### src/hdl/idt_pkg.sv
package idt_pkg;
  // ----------------------------------------
  // Word layout
  // ----------------------------------------
  localparam int WORD_W = 24;
  localparam int OPC_LO = 16;
  localparam int OPC_W = 8;
  localparam int EXT_W = 16;
  // ----------------------------------------
  // Opcodes
  // ----------------------------------------
  localparam logic [7:0] OP_NOP = 8'h00;
  localparam logic [7:0] OP_GOTO_FAR = 8'h01;
  localparam logic [7:0] OP_CALL_FAR = 8'h02;
  localparam logic [7:0] OP_MOVE_DBL = 8'h03;
  localparam logic [7:0] OP_BRANCH = 8'h04;
  localparam logic [7:0] OP_BRANCH_CMP = 8'h05;
  localparam logic [7:0] OP_BRANCH_COND = 8'h06;
  localparam logic [7:0] OP_CALL_IND = 8'h07;
  localparam logic [7:0] OP_GOTO_IND = 8'h08;
  localparam logic [7:0] OP_TABLE_RD = 8'h09;
  localparam logic [7:0] OP_TABLE_WR = 8'h0A;
  localparam logic [7:0] OP_RETURN = 8'h0B;
  localparam logic [7:0] OP_RET_INT = 8'h0C;
  localparam logic [7:0] OP_SKIP = 8'h0D;
  // Upper opcode nibble selecting an operand class.
  localparam logic [3:0] GRP_CTRL = 4'h0;
  localparam logic [3:0] GRP_DEFAULT_WORKING_REG = 4'h1;
  localparam logic [3:0] GRP_FILE = 4'h2;
  localparam logic [3:0] GRP_BITLIT = 4'h3;
  localparam logic [3:0] GRP_BITIND = 4'h4;
  localparam logic [3:0] GRP_LITALU = 4'h5;
  localparam logic [3:0] GRP_LITMOV = 4'h6;
  localparam logic [3:0] GRP_MAC = 4'h7;
  localparam logic [3:0] GRP_SHLIT = 4'h8;
  localparam logic [3:0] GRP_SHREG = 4'h9;
  // ----------------------------------------
  // Operand field positions
  // ----------------------------------------
  localparam int F_BASE = 12;
  localparam int F_DMODE = 10;
  localparam int F_DST = 6;
  localparam int F_SMODE = 4;
  localparam int F_SRC = 0;
  localparam int F_FILE = 0;
  localparam int F_FWREG = 13;
  localparam int F_BITNUM = 12;
  localparam int F_LADST = 8;
  localparam int F_LANAMED = 7;
  localparam int F_LIT5 = 0;
  localparam int F_LMLIT = 4;
  localparam int F_LMDST = 0;
  localparam int F_ACC = 15;
  localparam int F_MULP = 12;
  localparam int F_XOP = 9;
  localparam int F_XDST = 7;
  localparam int F_YOP = 4;
  localparam int F_YDST = 2;
  localparam int F_AWB = 0;
  localparam int F_SHSRC = 8;
  localparam int F_SHLIT = 0;
  localparam logic [3:0] WORKING_REG_ZERO = 4'h0;
  // ----------------------------------------
  // Cycle counts
  // ----------------------------------------
  localparam logic [1:0] CYC_ONE = 2'h1;
  localparam logic [1:0] CYC_TAKEN = 2'h2;
  localparam logic [1:0] CYC_FLOW = 2'h2;
  localparam logic [1:0] CYC_RETURN = 2'h3;
  localparam logic [1:0] CYC_TWO_WORD = 2'h2;
  localparam logic [1:0] CYC_SKIP_ONE = 2'h2;
  localparam logic [1:0] CYC_SKIP_TWO = 2'h3;
  // ----------------------------------------
  // Types
  // ----------------------------------------
  typedef enum logic [3:0] {
    CL_NOP, CL_DEFAULT_WORKING_REG, CL_FILE, CL_BITLIT, CL_BITIND, CL_LITALU, CL_LITMOV,
    CL_MAC, CL_SHLIT, CL_SHREG, CL_FLOW, CL_CONDBR, CL_SKIP, CL_TWOWORD,
    CL_ILLEGAL
  } idt_class_t;
  typedef enum logic [2:0] {
    ST_FIRST = 3'b001,
    ST_SECOND = 3'b010,
    ST_STALL = 3'b100
  } idt_state_t;
  typedef struct packed {
    logic [7:0] opcode;
    idt_class_t cls;
    logic twoWord;
    logic byteMode;
    logic [3:0] baseReg;
    logic [3:0] srcReg;
    logic [3:0] dstReg;
    logic [1:0] srcMode;
    logic [1:0] dstMode;
    logic [12:0] fileAddr;
    logic fileToWreg;
    logic [3:0] bitNum;
    logic bitFromReg;
    logic [15:0] literal;
    logic [3:0] resultReg;
    logic srcOverwrite;
    logic accSel;
    logic [2:0] mulPair;
    logic [2:0] xOp;
    logic [1:0] xDst;
    logic [2:0] yOp;
    logic [1:0] yDst;
    logic [1:0] awb;
    logic shiftFromReg;
    logic [5:0] shiftLit;
  } idt_fields_t;
endpackage

### src/hdl/idt_fields_if.sv
interface idt_fields_if;
  logic [23:0] word;
  idt_pkg::idt_fields_t fields;
  modport extract (
    input word,
    output fields
  );
  modport core (
    output word,
    input fields
  );
endinterface

### src/hdl/idt_field_extract.sv
module idt_field_extract (
  // Word in, fields out
  idt_fields_if.extract bus
);
  logic [23:0] w;
  logic [7:0] opc;
  idt_pkg::idt_fields_t f;

  assign w = bus.word;
  assign opc = w[idt_pkg::OPC_LO +: idt_pkg::OPC_W];
  assign bus.fields = f;

  function automatic idt_pkg::idt_class_t classOf(input logic [7:0] op);
    unique case (op[7:4])
      idt_pkg::GRP_DEFAULT_WORKING_REG: classOf = idt_pkg::CL_DEFAULT_WORKING_REG;
      idt_pkg::GRP_FILE: classOf = idt_pkg::CL_FILE;
      idt_pkg::GRP_BITLIT: classOf = idt_pkg::CL_BITLIT;
      idt_pkg::GRP_BITIND: classOf = idt_pkg::CL_BITIND;
      idt_pkg::GRP_LITALU: classOf = idt_pkg::CL_LITALU;
      idt_pkg::GRP_LITMOV: classOf = idt_pkg::CL_LITMOV;
      idt_pkg::GRP_MAC: classOf = idt_pkg::CL_MAC;
      idt_pkg::GRP_SHLIT: classOf = idt_pkg::CL_SHLIT;
      idt_pkg::GRP_SHREG: classOf = idt_pkg::CL_SHREG;
      idt_pkg::GRP_CTRL: begin
        unique case (op)
          idt_pkg::OP_NOP: classOf = idt_pkg::CL_NOP;
          idt_pkg::OP_GOTO_FAR, idt_pkg::OP_CALL_FAR,
          idt_pkg::OP_MOVE_DBL: classOf = idt_pkg::CL_TWOWORD;
          idt_pkg::OP_BRANCH_COND: classOf = idt_pkg::CL_CONDBR;
          idt_pkg::OP_SKIP: classOf = idt_pkg::CL_SKIP;
          idt_pkg::OP_BRANCH, idt_pkg::OP_BRANCH_CMP, idt_pkg::OP_CALL_IND,
          idt_pkg::OP_GOTO_IND, idt_pkg::OP_TABLE_RD, idt_pkg::OP_TABLE_WR,
          idt_pkg::OP_RETURN, idt_pkg::OP_RET_INT: classOf = idt_pkg::CL_FLOW;
          default: classOf = idt_pkg::CL_ILLEGAL;
        endcase
      end
      default: classOf = idt_pkg::CL_ILLEGAL;
    endcase
  endfunction

  always_comb begin
    f = '0;
    f.opcode = opc;
    f.cls = classOf(opc);
    f.twoWord = (f.cls == idt_pkg::CL_TWOWORD);
    f.byteMode = opc[0];
    unique case (f.cls)
      idt_pkg::CL_DEFAULT_WORKING_REG: begin
        f.baseReg = w[idt_pkg::F_BASE +: 4];
        f.srcReg = w[idt_pkg::F_SRC +: 4];
        f.srcMode = w[idt_pkg::F_SMODE +: 2];
        f.dstReg = w[idt_pkg::F_DST +: 4];
        f.dstMode = w[idt_pkg::F_DMODE +: 2];
        f.resultReg = f.dstReg;
      end
      idt_pkg::CL_FILE: begin
        f.fileAddr = w[idt_pkg::F_FILE +: 13];
        f.fileToWreg = w[idt_pkg::F_FWREG];
        f.resultReg = idt_pkg::WORKING_REG_ZERO;
      end
      idt_pkg::CL_BITLIT, idt_pkg::CL_BITIND: begin
        f.srcReg = w[idt_pkg::F_SRC +: 4];
        f.srcMode = w[idt_pkg::F_SMODE +: 2];
        f.bitFromReg = (f.cls == idt_pkg::CL_BITIND);
        f.bitNum = f.bitFromReg ? 4'h0 : w[idt_pkg::F_BITNUM +: 4];
        f.baseReg = f.bitFromReg ? w[idt_pkg::F_BITNUM +: 4] : 4'h0;
      end
      idt_pkg::CL_LITALU: begin
        f.baseReg = w[idt_pkg::F_BASE +: 4];
        f.dstReg = w[idt_pkg::F_LADST +: 4];
        f.literal = {11'h000, w[idt_pkg::F_LIT5 +: 5]};
        f.resultReg = w[idt_pkg::F_LANAMED] ? f.dstReg : f.baseReg;
        f.srcOverwrite = (f.resultReg == f.baseReg);
      end
      idt_pkg::CL_LITMOV: begin
        f.literal = {4'h0, w[idt_pkg::F_LMLIT +: 12]};
        f.dstReg = w[idt_pkg::F_LMDST +: 4];
        f.resultReg = f.dstReg;
      end
      idt_pkg::CL_MAC: begin
        f.accSel = w[idt_pkg::F_ACC];
        f.mulPair = w[idt_pkg::F_MULP +: 3];
        f.xOp = w[idt_pkg::F_XOP +: 3];
        f.xDst = w[idt_pkg::F_XDST +: 2];
        f.yOp = w[idt_pkg::F_YOP +: 3];
        f.yDst = w[idt_pkg::F_YDST +: 2];
        f.awb = w[idt_pkg::F_AWB +: 2];
      end
      idt_pkg::CL_SHLIT, idt_pkg::CL_SHREG: begin
        f.accSel = w[idt_pkg::F_ACC];
        f.srcReg = w[idt_pkg::F_SHSRC +: 4];
        f.shiftFromReg = (f.cls == idt_pkg::CL_SHREG);
        f.shiftLit = w[idt_pkg::F_SHLIT +: 6];
      end
      default: begin
        f.literal = w[idt_pkg::F_FILE +: 16];
      end
    endcase
  end
endmodule

### src/hdl/idt_decode_timing.sv
// Overview of operation
// - Every 24-bit instruction word is taken in a single fetch.
// - A single word holds an 8-bit opcode and one or more operand fields.
// - Exactly three opcodes span two words and all others span one.
// - A two-word instruction spans 48 bits and its second word has a zero top byte.
// - A second word met on its own decodes as a no-operation.
// - A plain single-word instruction finishes in one cycle.
// - A true condition or a changed program counter adds one or two no-operation cycles.
// - Branches, indirect calls and gotos, table accesses and returns take two or three cycles.
// - A taken skip costs two cycles over a one-word and three over a two-word target.
// - Every two-word instruction takes exactly two cycles.
// - Three-operand instructions use a plain base source, a second source and a destination.
// - File instructions name a file address and write it or the default register.
// - Bit instructions take the bit number from a literal or from the base register.
// - Literal arithmetic writes a named destination when its named bit is set, else the base source.
// - Multiply-accumulate instructions carry accumulator, operand and prefetch roles.
// - Other DSP instructions take the shift from a register or from a literal.
module idt_decode_timing (
  // Clock and reset
  input wire logic mclk,
  input wire logic rst_n,
  // Program memory words
  input wire logic [23:0] instrWord,
  input wire logic wordValid,
  // Execution feedback
  input wire logic condTrue,
  // Decoded instruction
  output idt_pkg::idt_fields_t decoded,
  output logic [15:0] secondWord,
  output logic secondWordBad,
  // Timing
  output logic issue,
  output logic execNop,
  output logic [1:0] cycleTotal,
  output logic [1:0] cycleIndex,
  output logic awaitSecond
);
  // ----------------------------------------
  // Field extraction
  // ----------------------------------------
  idt_fields_if fbus ();
  idt_pkg::idt_fields_t cur;

  assign fbus.word = instrWord;
  assign cur = fbus.fields;

  idt_field_extract u_extract (
    .bus(fbus)
  );

  // ----------------------------------------
  // Cycle cost
  // ----------------------------------------
  function automatic logic [1:0] costOf(input idt_pkg::idt_fields_t fl, input logic cond);
    logic [1:0] c;
    c = idt_pkg::CYC_ONE;
    unique case (fl.cls)
      idt_pkg::CL_FLOW: begin
        // flow changes take two or three
        if (fl.opcode == idt_pkg::OP_RETURN || fl.opcode == idt_pkg::OP_RET_INT) begin
          c = idt_pkg::CYC_RETURN;
        end else begin
          c = idt_pkg::CYC_FLOW;
        end
      end
      idt_pkg::CL_CONDBR: c = cond ? idt_pkg::CYC_TAKEN : idt_pkg::CYC_ONE;
      idt_pkg::CL_SKIP: c = cond ? idt_pkg::CYC_SKIP_ONE : idt_pkg::CYC_ONE;
      idt_pkg::CL_TWOWORD: c = idt_pkg::CYC_TWO_WORD;
      default: c = idt_pkg::CYC_ONE;
    endcase
    return c;
  endfunction

  // ----------------------------------------
  // Sequencing state
  // ----------------------------------------
  idt_pkg::idt_state_t state;
  idt_pkg::idt_state_t next_state;
  logic [1:0] stallCnt;
  logic [1:0] next_stallCnt;
  logic squash;
  logic squashSecond;
  logic firstTaken;
  logic [1:0] cost;

  assign firstTaken = (state == idt_pkg::ST_FIRST) && wordValid;
  assign cost = costOf(cur, condTrue);

  always_comb begin
    next_state = state;
    next_stallCnt = stallCnt;
    unique case (state)
      idt_pkg::ST_FIRST: begin
        if (wordValid) begin
          if (cur.twoWord) begin
            next_state = idt_pkg::ST_SECOND;
          end else if (!squash && cur.cls != idt_pkg::CL_SKIP && cost != idt_pkg::CYC_ONE) begin
            next_state = idt_pkg::ST_STALL;
            next_stallCnt = cost - idt_pkg::CYC_TAKEN;
          end
        end
      end
      idt_pkg::ST_SECOND: begin
        if (wordValid) begin
          next_state = idt_pkg::ST_FIRST;
        end
      end
      idt_pkg::ST_STALL: begin
        if (stallCnt == 2'h0) begin
          next_state = idt_pkg::ST_FIRST;
        end else begin
          next_stallCnt = stallCnt - 2'h1;
        end
      end
    endcase
  end

  always_ff @(posedge mclk or negedge rst_n) begin
    if (!rst_n) begin
      state <= idt_pkg::ST_FIRST;
    end else begin
      state <= next_state;
    end
  end

  always_ff @(posedge mclk or negedge rst_n) begin
    if (!rst_n) begin
      stallCnt <= 2'h0;
    end else begin
      stallCnt <= next_stallCnt;
    end
  end

  // Skip handling: the word after a taken skip is dropped, and its second word too.
  always_ff @(posedge mclk or negedge rst_n) begin
    if (!rst_n) begin
      squash <= 1'b0;
    end else if (firstTaken) begin
      squash <= !squash && cur.cls == idt_pkg::CL_SKIP && condTrue;
    end
  end

  always_ff @(posedge mclk or negedge rst_n) begin
    if (!rst_n) begin
      squashSecond <= 1'b0;
    end else if (firstTaken) begin
      squashSecond <= squash && cur.twoWord;
    end else if (state == idt_pkg::ST_SECOND && wordValid) begin
      squashSecond <= 1'b0;
    end
  end

  // ----------------------------------------
  // Decoded outputs
  // ----------------------------------------
  always_ff @(posedge mclk or negedge rst_n) begin
    if (!rst_n) begin
      decoded <= '0;
    end else if (firstTaken && !squash) begin
      decoded <= cur;
    end
  end

  always_ff @(posedge mclk or negedge rst_n) begin
    if (!rst_n) begin
      secondWord <= 16'h0000;
    end else if (state == idt_pkg::ST_SECOND && wordValid && !squashSecond) begin
      secondWord <= instrWord[idt_pkg::EXT_W-1:0];
    end
  end

  always_ff @(posedge mclk or negedge rst_n) begin
    if (!rst_n) begin
      secondWordBad <= 1'b0;
    end else if (state == idt_pkg::ST_SECOND && wordValid) begin
      secondWordBad <= !squashSecond && (cur.opcode != idt_pkg::OP_NOP);
    end else if (firstTaken) begin
      secondWordBad <= 1'b0;
    end
  end

  // ----------------------------------------
  // Timing outputs
  // ----------------------------------------
  always_ff @(posedge mclk or negedge rst_n) begin
    if (!rst_n) begin
      issue <= 1'b0;
    end else begin
      issue <= firstTaken && !squash;
    end
  end

  always_ff @(posedge mclk or negedge rst_n) begin
    if (!rst_n) begin
      execNop <= 1'b0;
    end else begin
      unique case (state)
        idt_pkg::ST_FIRST: begin
          execNop <= wordValid && (squash || cur.cls == idt_pkg::CL_NOP
                     || cur.cls == idt_pkg::CL_ILLEGAL);
        end
        idt_pkg::ST_SECOND: execNop <= wordValid && squashSecond;
        idt_pkg::ST_STALL: execNop <= 1'b1;
      endcase
    end
  end

  always_ff @(posedge mclk or negedge rst_n) begin
    if (!rst_n) begin
      cycleTotal <= idt_pkg::CYC_ONE;
    end else if (firstTaken) begin
      if (squash) begin
        // two or three by target size
        cycleTotal <= cur.twoWord ? idt_pkg::CYC_SKIP_TWO : idt_pkg::CYC_SKIP_ONE;
      end else begin
        cycleTotal <= cost;
      end
    end
  end

  always_ff @(posedge mclk or negedge rst_n) begin
    if (!rst_n) begin
      cycleIndex <= 2'h0;
    end else if (firstTaken) begin
      cycleIndex <= squash ? 2'h1 : 2'h0;
    end else if ((state == idt_pkg::ST_SECOND && wordValid) || state == idt_pkg::ST_STALL) begin
      cycleIndex <= cycleIndex + 2'h1;
    end
  end

  always_ff @(posedge mclk or negedge rst_n) begin
    if (!rst_n) begin
      awaitSecond <= 1'b0;
    end else begin
      awaitSecond <= (next_state == idt_pkg::ST_SECOND);
    end
  end
endmodule

### config.mk
export PLATFORM = sky130hd
export DESIGN_NAME = idt_decode_timing
export DESIGN_NICKNAME = d
export VERILOG_FILES = /design/src/hdl/idt_pkg.sv /design/src/hdl/idt_fields_if.sv /design/src/hdl/idt_field_extract.sv /design/src/hdl/idt_decode_timing.sv
export SDC_FILE = /design/constraint.sdc
export NUM_CORES = 1
export LEC_CHECK = 0
export BUFFER_PORTS_ARGS = -buffer_cell sky130_fd_sc_hd__buf_2
export CORE_MARGIN = 1
export CORE_UTILIZATION = 53
export CTS_CLUSTER_DIAMETER = 120
export DETAILED_ROUTE_END_ITERATION = 16
export PLACE_DENSITY_LB_ADDON = 0.12
export SKIP_CTS_REPAIR_TIMING = 1
export SYNTH_ARGS = -nofsm -noshare
export SYNTH_HDL_FRONTEND = slang
export SYNTH_SLANG_ARGS = --single-unit
### constraint.sdc
create_clock -name mclk -period 2.7 [get_ports mclk]
set_clock_uncertainty 0.15 [all_clocks]
set_input_delay 0.27 -clock mclk [delete_from_list [all_inputs] [get_ports mclk]]
set_output_delay 0.27 -clock mclk [all_outputs]
set_load 0.005 [all_outputs]
# Word level (Yosys, flattened, before mapping)
# Memories as Yosys holds them, arrays and structs flattened.
# Cells that the tools add are included.
dict set report word_totals {
  ff_bits 124
  rom_bits 64
  in_bits 28
  wordCells 150
  mem_count 1
}
# memory words word_bits rd rd_clocked_by_memory_dff write_ports line_no
set mem_list {}
lappend mem_list {{(name not given)} 16 4 1 0 0 idt_field_extract.sv:25} ;# unique case (op)
dict set report classes {
  add_sub_neg 3
  eq_ne 36
  muxes 41
  reduce_logical 33
}
# cell n
set ops {}
lappend ops {{$pmux W16 S3} 1}
lappend ops {{$pmux W4 S10} 1}
lappend ops {{$eq A4 B4 Y1 const B} 9}
lappend ops {{$eq A4 B3 Y1 const B} 8}
lappend ops {{$pmux W4 S3} 2}
lappend ops {{$mux W2} 10}
lappend ops {{$eq A4 B2 Y1 const B} 4}
lappend ops {{$eq A8 B4 Y1 const B} 2}
lappend ops {{$pmux W4 S2} 2}
lappend ops {{$mux W15} 1}
lappend ops {{$mux W3} 5}
lappend ops {{$mux W14} 1}
lappend ops {{$logic_and A1 B1 Y1} 12}
lappend ops {{$mux W4} 3}
lappend ops {{$mux W1} 9}
lappend ops {{$pmux W3 S3} 1}
lappend ops {{$eq A4 B1 Y1 const B} 2}
lappend ops {{$logic_not A4 Y1} 2}
lappend ops {{$reduce_bool A8 Y1} 1}
lappend ops {{$reduce_or A2 Y1} 4}
lappend ops {{$mux W7} 1}
lappend ops {{$reduce_or A7 Y1} 1}
lappend ops {{$eq A3 B2 Y1 const B} 2}
lappend ops {{$ne A2 B2 Y1 const B} 3}
lappend ops {{18 further kinds} 26}

# Logic depth before layout (Yosys ltp)
# Gate-level depths: netlist of the first run.
dict set report depth {
  ltp_word 12
  ltp_mapped 8
  mapped_depth_nobuf 7
}

# Cells and area by module
# From an unflattened synthesis of the first run, not the netlist that was laid out.
dict set report hier_totals {
  cells_unflattened 539
  hier_area_um2 6466.2
}
# mod n_inst cells_per_inst area_each_um2
set by_module_without_submodules {}
lappend by_module_without_submodules {idt_decode_timing 1 349 5313.8}
lappend by_module_without_submodules {idt_field_extract 1 190 1152.4}

# Worst setup path after synthesis of the first run
# No wires, ideal clock.
dict set report synth_timing {
  path_type {input-to-reg}
  start {in instrWord[21]}
  end {reg awaitSecond}
  setup_time_ns 0.111
  arrival_ns 1.763
  path_slack_ns 0.675
  stages 7
  path_buffers 1
  path_cell_list {buf_6 or4_4 o21ai_4 nand2_2 a211oi_2 nor2_1 a2111oi_2}
}
dict set report synth_between {
  elab_chain_cells 12
  elab_cells_between_ends 30
  cone_classes {eq/ne: 18; mux: 7; reduce/logical: 5}
}
# item line_no
set synth_lines {}
lappend synth_lines {{from (decl)} idt_decode_timing.sv:23} ;# input wire logic [23:0] instrWord,
lappend synth_lines {{$eq A4 B4 Y1, or another cell as far along} idt_field_extract.sv:14} ;# unique case (op[7:4])
lappend synth_lines {{$pmux W4 S10} idt_field_extract.sv:14}
lappend synth_lines {{$eq A4 B4 Y1} idt_decode_timing.sv:57} ;# unique case (fl.cls)
lappend synth_lines {{$reduce_or A2 Y1 (no line)} n/a}
lappend synth_lines {{$pmux W2 S3} idt_decode_timing.sv:57}
lappend synth_lines {{$ne A2 B1 Y1} idt_decode_timing.sv:97} ;# end else if (!squash && cur.cls != idt_pkg::CL_SKIP && cost != idt_pkg::CYC_ONE) begin
lappend synth_lines {{$logic_and A1 B1 Y1} idt_decode_timing.sv:97}
lappend synth_lines {{$mux W3} idt_decode_timing.sv:97}
lappend synth_lines {{$mux W3 *} idt_decode_timing.sv:95} ;# if (cur.twoWord) begin
lappend synth_lines {{$mux W3 *} idt_decode_timing.sv:94} ;# if (wordValid) begin
lappend synth_lines {{$pmux W3 S3 *} idt_decode_timing.sv:92} ;# unique case (state)
lappend synth_lines {{$eq A3 B2 Y1 *} idt_decode_timing.sv:235} ;# awaitSecond <= (next_state == idt_pkg::ST_SECOND);
lappend synth_lines {{to (signal assigned)} idt_decode_timing.sv:235}
lappend synth_lines {{to (decl)} idt_decode_timing.sv:36} ;# output logic awaitSecond
# Mark *: on every way between the ends. The rest lies on a longest branch, timed or not.
# A chain may end at the register's enable or synchronous reset.

# Final worst setup path of the first run
dict set report layout_timing {
  start {reg state[1]}
  end {reg decoded[77] in the netlist's numbering}
}
dict set report layout_between {
  elab_chain_cells 3
}
# item line_no
set layout_lines {}
lappend layout_lines {{from (decl)} idt_decode_timing.sv:77} ;# idt_pkg::idt_state_t state;
lappend layout_lines {{from (signal assigned)} idt_decode_timing.sv:120} ;# state <= idt_pkg::ST_FIRST;
lappend layout_lines {{from (signal assigned)} idt_decode_timing.sv:122} ;# state <= next_state;
lappend layout_lines {{$eq A3 B1 Y1} idt_decode_timing.sv:86} ;# assign firstTaken = (state == idt_pkg::ST_FIRST) && wordValid;
lappend layout_lines {{$logic_and A1 B1 Y1} idt_decode_timing.sv:86}
lappend layout_lines {{$logic_and A1 B1 Y1} idt_decode_timing.sv:159} ;# end else if (firstTaken && !squash) begin
lappend layout_lines {{to (signal assigned)} idt_decode_timing.sv:160} ;# decoded <= cur;
lappend layout_lines {{to (decl)} idt_decode_timing.sv:28} ;# output idt_pkg::idt_fields_t decoded,
# No other way between the ends.

==> results.cfg, run 1 <==
[synthesis]
yosys_warnings = 0
seq_area_frac_synth = 0.554
synth-async-reset-ratio = 1.00
synthFlopType = sky130_fd_sc_hd__dfrtp_1
yosys_register_bits = 123
postSynthNetCount = 589
yosysUniqueCellTypes = 62
post_synth_inst_count = 560
syn-mean-instance-area_um2 = 9.94
mapped_area_um2 = 5570
synth-edff-count = 0

[floorplanning]
chipWidth_um = 104
rows = 37
design.portCount = 145
floorplan.die_area_um2 = 10900
effective_utilization_at_floorplan = 0.544
coreArea_um2 = 10200
die_height_um = 104

[routing]
routed_length_per_placed_instance_um = 18.1
detail_route.first_pass.iterations = 7
final_wl_um = 15600
final_antenna_net_count = 0
avgViaCountPerCell = 5.73
routed-via-count = 4917
drcViolationCount = 0
drt_first_iter_violations = 376

[pwr]
power_density_nw_per_um2 = 1000
ir_worst_vdd_mv = 0.557
static-leakage-power_nw = 3.56

[worst_setup_path]
path_class = register to register
regToRegStartpoint = state[1]$_DFF_PN0_
worst_setup_path_end_kind = register
worst-r2r-cell-count = 6
path_cells = nand2b_1 > nor2_1 > nand2_4 > buf_12 > a21oi_1 > a22o_1
required_time_worst_endpoint_ns = 3.01
ff2ff_setup_slack_ns = 0.45
crit_slowest_cell = sky130_fd_sc_hd__dfrtp_1
max_stage_delay_ns = 0.49
timing.critical_path.fanout_max = 110
worst_r2r_dst = decoded[77]$_DFFE_PN0P_
crit_end = decoded[77]$_DFFE_PN0P_
critPathLaunchType = register
worstPathArrival_ns = 2.56
critical_path.startpoint = state[1]$_DFF_PN0_

[timing]
period_share = 0.833
fin_setup_tns_ns = 0
worstMarginPinSlew_ns = 0.843
setup_slack_ns = 0.451
timing_max_transition_violations_final = 0
rsz0062_at_grt = no
endpoints_failing_hold = 4
hold_slack_ns = -0.0277
setup-violations-final = 0
timing.final.crit_period_ns = 2.25
max-slew-margin-rel = 0.436
fmaxAchievable_ghz = 0.445

[layout]
final_core_utilization = 0.707
final_layout_size_suffix_gt1_frac = 0.306
antenna_cells_inserted = 0
area_growth_syn_to_layout_pct = 30.0
nets = 739
n_fill_cell = 790

[global_routing]
grt_max_degree = 111
grt_pass1_wl_um = 24500
grt_remaining_overflow = 0
grt.total_usage = 0.293
first_global_vias = 4528
grt_antenna_before_repair = 0

[placed_design]
post-dp-hpwl_um = 10300
port_buffers = 144
final_gp_congestion = 0.893
place_ws_ns = 0.199

[clock_tree]
clock_transition_at_the_registers_of_the_reported_paths_ns = 0.06
clockRootBuffer = sky130_fd_sc_hd__clkbuf_8
htree_num_levels = 4
cts.sinks = 123
cts_inserted_buffers = 17
ctsLongestPathBuffers = 2
worst_skew_pair.late_latency_ns = 0.52
cts_tree = built

[worst_hold_path]
worst_hold_path_type = input port to register
worst_hold_path.num_cells = 3

[run_status]
failed_checks = hold timing
status = complete, but fails checks

[run]
max_cap_viol_count = 0
cells by family (layout without fill, tap and decap cells):
| kind of cell | count (synthesis) | after routing | share of synthesized area |
|---|---|---|---|
| AO/OA/AOI/OAI | 140 | 140 | 0.180 |
| XOR/XNOR | 6 | 6 | 0.00944 |
| adder cells (fa/ha/maj) | 2 | 2 | 0.00405 |
| buffers and inverters | 52 | 214 | 0.0411 |
| flip-flops | 123 | 123 | 0.554 |
| multiplexers | 22 | 22 | 0.0443 |
| AND/OR/NAND/NOR | 215 | 215 | 0.167 |
how the worst min path moves through the flow:
| stage | from | endpoint | slack [ns] |
|---|---|---|---|
| floorplan | rst_n | awaitSecond$_DFF_PN0_ | -0.18 |
| detailed placement | rst_n | decoded[90]$_DFFE_PN0P_ | 0.20 |
| global placement | rst_n | decoded[90]$_DFFE_PN0P_ | 0.19 |
| global route | instrWord[14] | decoded[42]$_DFFE_PN0P_ | 0.0002 |
| CTS | rst_n | decoded[90]$_DFFE_PN0P_ | -0.36 |
| finish | instrWord[14] | decoded[42]$_DFFE_PN0P_ | -0.03 |
cell usage in the layout (no fill, tap or decap), drive strengths merged, types with 3 or more instances in the layout:
cell type,count
a22oi,5
a221oi,16
buf,154
dlygate4sd3,22
clkbuf,24
a22o,23
and2,4
nor4,3
dfrtp,121
nand2b,4
o211ai,3
nand2,104
xor2,5
mux2,21
bufinv,5
nand3,20
nand3b,3
a211oi,4
nor3,5
a21oi,19
o21ai,46
inv,7
nor2,61
or2,3
cell usage after synthesis, types with 3 or more instances:
master / n / share of area
sky130_fd_sc_hd__buf_2: 5 / 0.0045
sky130_fd_sc_hd__a22oi_1: 5 / 0.0067
sky130_fd_sc_hd__nor3_1: 4 / 0.0036
sky130_fd_sc_hd__o21ai_0: 44 / 0.040
sky130_fd_sc_hd__mux2_2: 21 / 0.042
sky130_fd_sc_hd__clkbuf_1: 33 / 0.022
sky130_fd_sc_hd__nand2b_1: 4 / 0.0045
sky130_fd_sc_hd__a21oi_1: 19 / 0.017
sky130_fd_sc_hd__and2_1: 4 / 0.0045
sky130_fd_sc_hd__dfrtp_1: 121 / 0.54
sky130_fd_sc_hd__inv_1: 7 / 0.0047
sky130_fd_sc_hd__xor2_1: 5 / 0.0079
sky130_fd_sc_hd__nor4_1: 3 / 0.0034
sky130_fd_sc_hd__a22o_1: 23 / 0.036
sky130_fd_sc_hd__nand2_1: 103 / 0.069
sky130_fd_sc_hd__buf_4: 3 / 0.0040
sky130_fd_sc_hd__a211oi_1: 3 / 0.0040
sky130_fd_sc_hd__nor2_1: 61 / 0.041
sky130_fd_sc_hd__nand3b_1: 3 / 0.0040
sky130_fd_sc_hd__a221oi_1: 16 / 0.025
sky130_fd_sc_hd__nand3_1: 20 / 0.018
sequential cells by signal, indices dropped and copies added, names as in the netlist:
signal,flops
decoded,92
state,3
cycleTotal,2
execNop,1
squashSecond,1
stallCnt,2
secondWord,16
awaitSecond,1
issue,1
secondWordBad,1
cycleIndex,2
squash,1
power by group:
part           total, W  internal, W  switching [W]
registers       0.00281      0.00245       0.000366
logic           0.00200     0.000933        0.00107
clock network   0.00246      0.00168       0.000773
total           0.00727      0.00506        0.00221
final cells by class:
class                      instances  area, um2  area share
tap                              136        170      0.0235
clock buffer                      24        480      0.0664
clock inverter                     7        160      0.0221
inverter                           7       26.3     0.00363
sequential                       123       3080       0.426
timing repair buffer             176       1060       0.146
multi-input combinational        385       2260       0.313
routing by layer:
layer  share of wire  global-route usage  wire, um  vias up
li1                -                   -         -     2274
met3           0.074              0.0890      1150       24
met4           0.013              0.0949       207        0
met1            0.45               0.416      6980     2421
met2            0.46               0.430      7220      198
met5               0                   0         0        -
worst max-delay path: cells and delay by family, from the launching register on:
family / cells / cell delay [ns]
compound gates: 2 / 0.58
buf+inv: 1 / 0.23
flops: 1 / 0.49
simple gates: 3 / 0.72
per-stage QoR:
stage / cell area (um2) / instances / total power [W]
final: 7240 / 858 / 0.00727
after global routing: 7240 / 858 / 0.00767
after CTS: 7020 / 836 / 0.00728
after detailed placement: 6380 / 805 / 0.00480
after global placement: 6380 / 805 / 0.00474
after floorplan: 5570 / 560 / 0.00387
(Power assumes the default switching activity.)
==> run 2: changes to the inputs <==
==> constraint.sdc (replaced) <==
create_clock -name mclk -period 2.1 [get_ports mclk]
set_clock_uncertainty 0.15 [all_clocks]
set_input_delay 0.21 -clock mclk [delete_from_list [all_inputs] [get_ports mclk]]
set_output_delay 0.21 -clock mclk [all_outputs]
set_load 0.005 [all_outputs]
==> results.cfg, run 2 (synthesis gave the netlist of run 1 again) <==
[timing]
period_share = 0.950
setup-violations-final = 0
setup_slack_ns = 0.105
timing.final.crit_period_ns = 2.00
worstMarginPinSlew_ns = 0.914
max-slew-margin-rel = 0.388
timing_max_transition_violations_final = 0
fmaxAchievable_ghz = 0.501
endpoints_failing_hold = 2
hold_slack_ns = -0.0206
rsz0062_at_grt = no

[clock_tree]
ctsLongestPathBuffers = 2
worst_skew_pair.late_latency_ns = 0.51
clockRootBuffer = sky130_fd_sc_hd__clkbuf_8
cts.sinks = 123
clock_transition_at_the_registers_of_the_reported_paths_ns = 0.06
htree_num_levels = 4
cts_tree = built
cts_inserted_buffers = 17

[routing]
routed-via-count = 5148
final_antenna_net_count = 0
final_wl_um = 16100
detail_route.first_pass.iterations = 5
drt_first_iter_violations = 334
drcViolationCount = 0
avgViaCountPerCell = 5.73
routed_length_per_placed_instance_um = 17.9

[run_status]
status = complete, but fails checks
failed_checks = hold timing

[worst_setup_path]
worstPathArrival_ns = 2.26
critPathLaunchType = register
regToRegStartpoint = state[0]$_DFF_PN1_
ff2ff_setup_slack_ns = 0.10
worst-r2r-cell-count = 6
worst_r2r_dst = stallCnt[0]$_DFFE_PN0P_
path_class = register to register
required_time_worst_endpoint_ns = 2.36
worst_setup_path_end_kind = register
timing.critical_path.fanout_max = 4

[floorplanning]
chipWidth_um = 104
floorplan.die_area_um2 = 10900
effective_utilization_at_floorplan = 0.544
rows = 37
coreArea_um2 = 10200
design.portCount = 145
die_height_um = 104

[global_routing]
grt_max_degree = 54
grt.total_usage = 0.302
grt_remaining_overflow = 0
first_global_vias = 4847
grt_pass1_wl_um = 25200
grt_antenna_before_repair = 0

[placed_design]
final_gp_congestion = 0.882
place_ws_ns = -0.0281
post-dp-hpwl_um = 10900
port_buffers = 144

[layout]
final_cell_mix = 143 x sky130_fd_sc_hd__buf_2, 121 x sky130_fd_sc_hd__dfrtp_1, 101 x sky130_fd_sc_hd__nand2_1
mostFrequentLayoutCell = sky130_fd_sc_hd__buf_2
nets = 779
ff_latch_area_um2 = 3080
top_regs = decoded (92), secondWord (16), state (3)
max_flop_register = decoded
antenna_cells_inserted = 0
final_layout_size_suffix_gt1_frac = 0.353
multi_input_comb_area_um2 = 2290
n_fill_cell = 769
largest_register_ff_count = 92
area_growth_syn_to_layout_pct = 35.6

[worst_hold_path]
hp-start = instrWord[21]
min_to = squash$_DFFE_PN0P_
worst_hold_path_type = input port to register
worst_hold_path.num_cells = 4

[pwr]
report.power.total_w = 0.00922
power_density_nw_per_um2 = 1220
ir_worst_vdd_mv = 0.673
static-leakage-power_nw = 3.73

[run]
max_cap_viol_count = 0
## run 2: changes by cell type in the layout (fill, tap and decap cells not counted), sizes merged
cell,before,now
clkinvlp,0,4
bufinv,5,2
dlygate4sd3,22,23
clkbuf,24,21
clkinv,2,5
buf,154,193
## run 2: worst max-delay path: stages, from the launching register on
cell	delay, ns
sky130_fd_sc_hd__dfstp_2	0.56
sky130_fd_sc_hd__or4bb_4	0.50
sky130_fd_sc_hd__nor4_4	0.16
sky130_fd_sc_hd__o2111ai_2	0.20
sky130_fd_sc_hd__nor2_1	0.13
sky130_fd_sc_hd__o21ai_0	0.10
sky130_fd_sc_hd__o311ai_1	0.10
## run 2: area by class of cell
| class | count | share of cell area |
|---|---|---|
| Inverter | 7 | 0.00348 |
| Multi-Input combinational cell | 385 | 0.304 |
| Sequential cell | 123 | 0.408 |
| Timing Repair Buffer | 216 | 0.185 |
| Clock buffer | 21 | 0.0609 |
| Tap cell | 136 | 0.0226 |
| Clock inverter | 11 | 0.0158 |
## run 2: routing by layer
metal | GRT usage | wire, um | vias to the layer above | part of all wire
met5 | 0 | 0 | - | 0
met4 | 0.147 | 545 | 0 | 0.034
met3 | 0.0896 | 1490 | 45 | 0.093
met2 | 0.447 | 7400 | 270 | 0.46
met1 | 0.406 | 6660 | 2472 | 0.41
li1 | - | - | 2361 | -
## run 2: how the worst max path moves through the flow
stage	cells after the start	to	slack, ns	from
2_1_floorplan	5	secondWord[10]$_DFFE_PN0P_	0.12	state[0]$_DFF_PN1_
3_3_place_gp	6	stallCnt[0]$_DFFE_PN0P_	0.008	state[0]$_DFF_PN1_
3_5_place_dp	7	decoded[67]$_DFFE_PN0P_	-0.03	instrWord[20]
4_1_cts	5	stallCnt[0]$_DFFE_PN0P_	-0.02	state[0]$_DFF_PN1_
5_1_grt	7	decoded[68]$_DFFE_PN0P_	0.0005	state[0]$_DFF_PN1_
6_report	6	stallCnt[0]$_DFFE_PN0P_	0.10	state[0]$_DFF_PN1_
## run 2: where the power goes
| part | internal, W | total (W) | switching [W] |
|---|---|---|---|
| registers | 0.00314 | 0.00359 | 0.000446 |
| clock network | 0.00177 | 0.00281 | 0.00104 |
| logic | 0.00134 | 0.00283 | 0.00148 |
| total | 0.00626 | 0.00922 | 0.00297 |
## run 2: stage by stage
stage                     std cells  area (um2)  utilization  TNS (ns)
after floorplan                 560        5570            -         0
after global placement          843        6700        0.655         0
after detailed placement        843        6700        0.655    -0.151
after CTS                       875        7280        0.711   -0.0236
after global routing            899        7540        0.737         0
final                           899        7540        0.737         0
==> run 3: changes to the inputs <==
--- a/config.mk
+++ b/config.mk
@@ -11,6 +11,7 @@
 export CTS_CLUSTER_DIAMETER = 120
 export DETAILED_ROUTE_END_ITERATION = 16
 export PLACE_DENSITY_LB_ADDON = 0.12
+export RECOVER_POWER = 100
 export SKIP_CTS_REPAIR_TIMING = 1
 export SYNTH_ARGS = -nofsm -noshare
 export SYNTH_HDL_FRONTEND = slang
==> constraint.sdc (replaced) <==
create_clock -name mclk -period 2.1 [get_ports mclk]
set_clock_uncertainty 0.15 [all_clocks]
set_input_delay 0.105 -clock mclk [delete_from_list [all_inputs] [get_ports mclk]]
set_output_delay 0.105 -clock mclk [all_outputs]
set_load 0.005 [all_outputs]
==> results.cfg, run 3 (synthesis gave the netlist of run 1 again) <==
[worst_setup_path]
path_class = input port to register
worst-r2r-cell-count = 7
path_common_cell = sky130_fd_sc_hd__dlygate4sd3_1
critPathLaunchType = input port
timing.critical_path.fanout_max = 5
worst_setup_path_end_kind = register
cell_family_with_the_largest_share_of_critical_path_delay = buffers and inverters
crit_slowest_cell = sky130_fd_sc_hd__dlygate4sd3_1
max_stage_delay_ns = 0.56
path_cells = buf_2 > dlygate4sd3_1 > clkbuf_1 > nor4_1 > o21ai_4 > nand3_1 > dlygate4sd3_1 > o31ai_1
critPathBufInv = 4
required_time_worst_endpoint_ns = 2.34
cp.depth = 8
worstPathArrival_ns = 2.28

[layout]
area_growth_syn_to_layout_pct = 31.7
mostFrequentLayoutCell = sky130_fd_sc_hd__dfrtp_1
largest_register_ff_count = 92
n_fill_cell = 791
top_regs = decoded (92), secondWord (16), state (3)
max_flop_register = decoded
final_cell_mix = 121 x sky130_fd_sc_hd__dfrtp_1, 102 x sky130_fd_sc_hd__nand2_1, 97 x sky130_fd_sc_hd__buf_2
final_layout_size_suffix_gt1_frac = 0.264
antenna_cells_inserted = 0
nets = 769
final_core_utilization = 0.716

[timing]
timing_max_transition_violations_final = 0
setup-violations-final = 0
worstMarginPinSlew_ns = 1.03
period_share = 0.976
fmaxAchievable_ghz = 0.488
max-slew-margin-rel = 0.316
timing.final.crit_period_ns = 2.05
endpoints_failing_hold = 0
hold_slack_ns = 0.000534

[worst_hold_path]
worst_hold_path_type = input port to register
worst_hold_path.num_cells = 4

[clock_tree]
worst_skew_pair.late_latency_ns = 0.52
cts.sinks = 123
clockRootBuffer = sky130_fd_sc_hd__clkbuf_8
htree_num_levels = 4
cts_inserted_buffers = 17
cts_tree = built
clock_transition_at_the_registers_of_the_reported_paths_ns = 0.06
ctsLongestPathBuffers = 2

[routing]
final_wl_um = 16300
drt_first_iter_violations = 325
detail_route.first_pass.iterations = 5
drcViolationCount = 0
routed-via-count = 5127
final_antenna_net_count = 0
avgViaCountPerCell = 5.77
routed_length_per_placed_instance_um = 18.3

[floorplanning]
coreArea_um2 = 10200
effective_utilization_at_floorplan = 0.544
floorplan.die_area_um2 = 10900
design.portCount = 145
chipWidth_um = 104
die_height_um = 104
rows = 37

[global_routing]
grt_remaining_overflow = 0
first_global_vias = 4758
grt_pass1_wl_um = 25000
grt.total_usage = 0.298
grt_antenna_before_repair = 0
grt_max_degree = 57

[run_status]
status = complete, no violations

[pwr]
power_density_nw_per_um2 = 1220
ir_worst_vdd_mv = 0.639
static-leakage-power_nw = 3.45

[run]
max_cap_viol_count = 0

[placed_design]
final_gp_congestion = 0.962
port_buffers = 144
post-dp-hpwl_um = 10700
run 3: final timing paths:
check                      slack [ns]                    from                       to
max                              0.05           instrWord[18]       squash$_DFFE_PN0P_
min                            0.0005           instrWord[22]  stallCnt[1]$_DFFE_PN0P_
max reg2reg                      0.09      state[0]$_DFF_PN1_  decoded[68]$_DFFE_PN0P_
min reg2reg                      0.32  decoded[1]$_DFFE_PN0P_   decoded[1]$_DFFE_PN0P_
max in group asynchronous        0.21                   rst_n  decoded[81]$_DFFE_PN0P_
min in group asynchronous        0.70                   rst_n  decoded[88]$_DFFE_PN0P_
run 3: report_power, final:
part | internal [W] | switching (W)
Clock | 0.00163 | 0.00105
Sequential | 0.00314 | 0.000467
Combinational | 0.00118 | 0.00146
Total | 0.00595 | 0.00298
run 3: stage by stage:
stage          setup WS (ns)  power, W  cell area, um2  std cells  setup TNS (ns)
6_report              0.0511   0.00893            7330        889               0
5_1_grt              -0.0821   0.00940            7330        889          -0.214
4_1_cts              -0.0209   0.00896            7100        859         -0.0209
3_5_place_dp         -0.0159   0.00626            6550        827         -0.0466
3_3_place_gp        -0.00291   0.00616            6550        827        -0.00624
2_1_floorplan          0.121   0.00498            5570        560               0
run 3: tightest hold or removal path, cell delays in order:
cell                        delay (ns)
sky130_fd_sc_hd__buf_2            0.22
sky130_fd_sc_hd__nor4_4           0.08
sky130_fd_sc_hd__o2111ai_2        0.09
sky130_fd_sc_hd__and2_1           0.13
run 3: area by class of cell:
| class | count | area (um2) | area share |
|---|---|---|---|
| Tap cell | 136 | 170 | 0.0232 |
| Multi-Input combinational cell | 385 | 2290 | 0.313 |
| Clock buffer | 22 | 453 | 0.0618 |
| Clock inverter | 10 | 93.8 | 0.0128 |
| Inverter | 7 | 26.3 | 0.00359 |
| Sequential cell | 123 | 3080 | 0.420 |
| Timing Repair Buffer | 206 | 1210 | 0.166 |
run 3: layer usage:
layer  vias up  wire length, um  track usage
met5         -                0            0
met4         0              354       0.0980
met3        36             1380       0.0852
met2       261             7560        0.449
met1      2496             6980        0.416
li1       2334                -            -
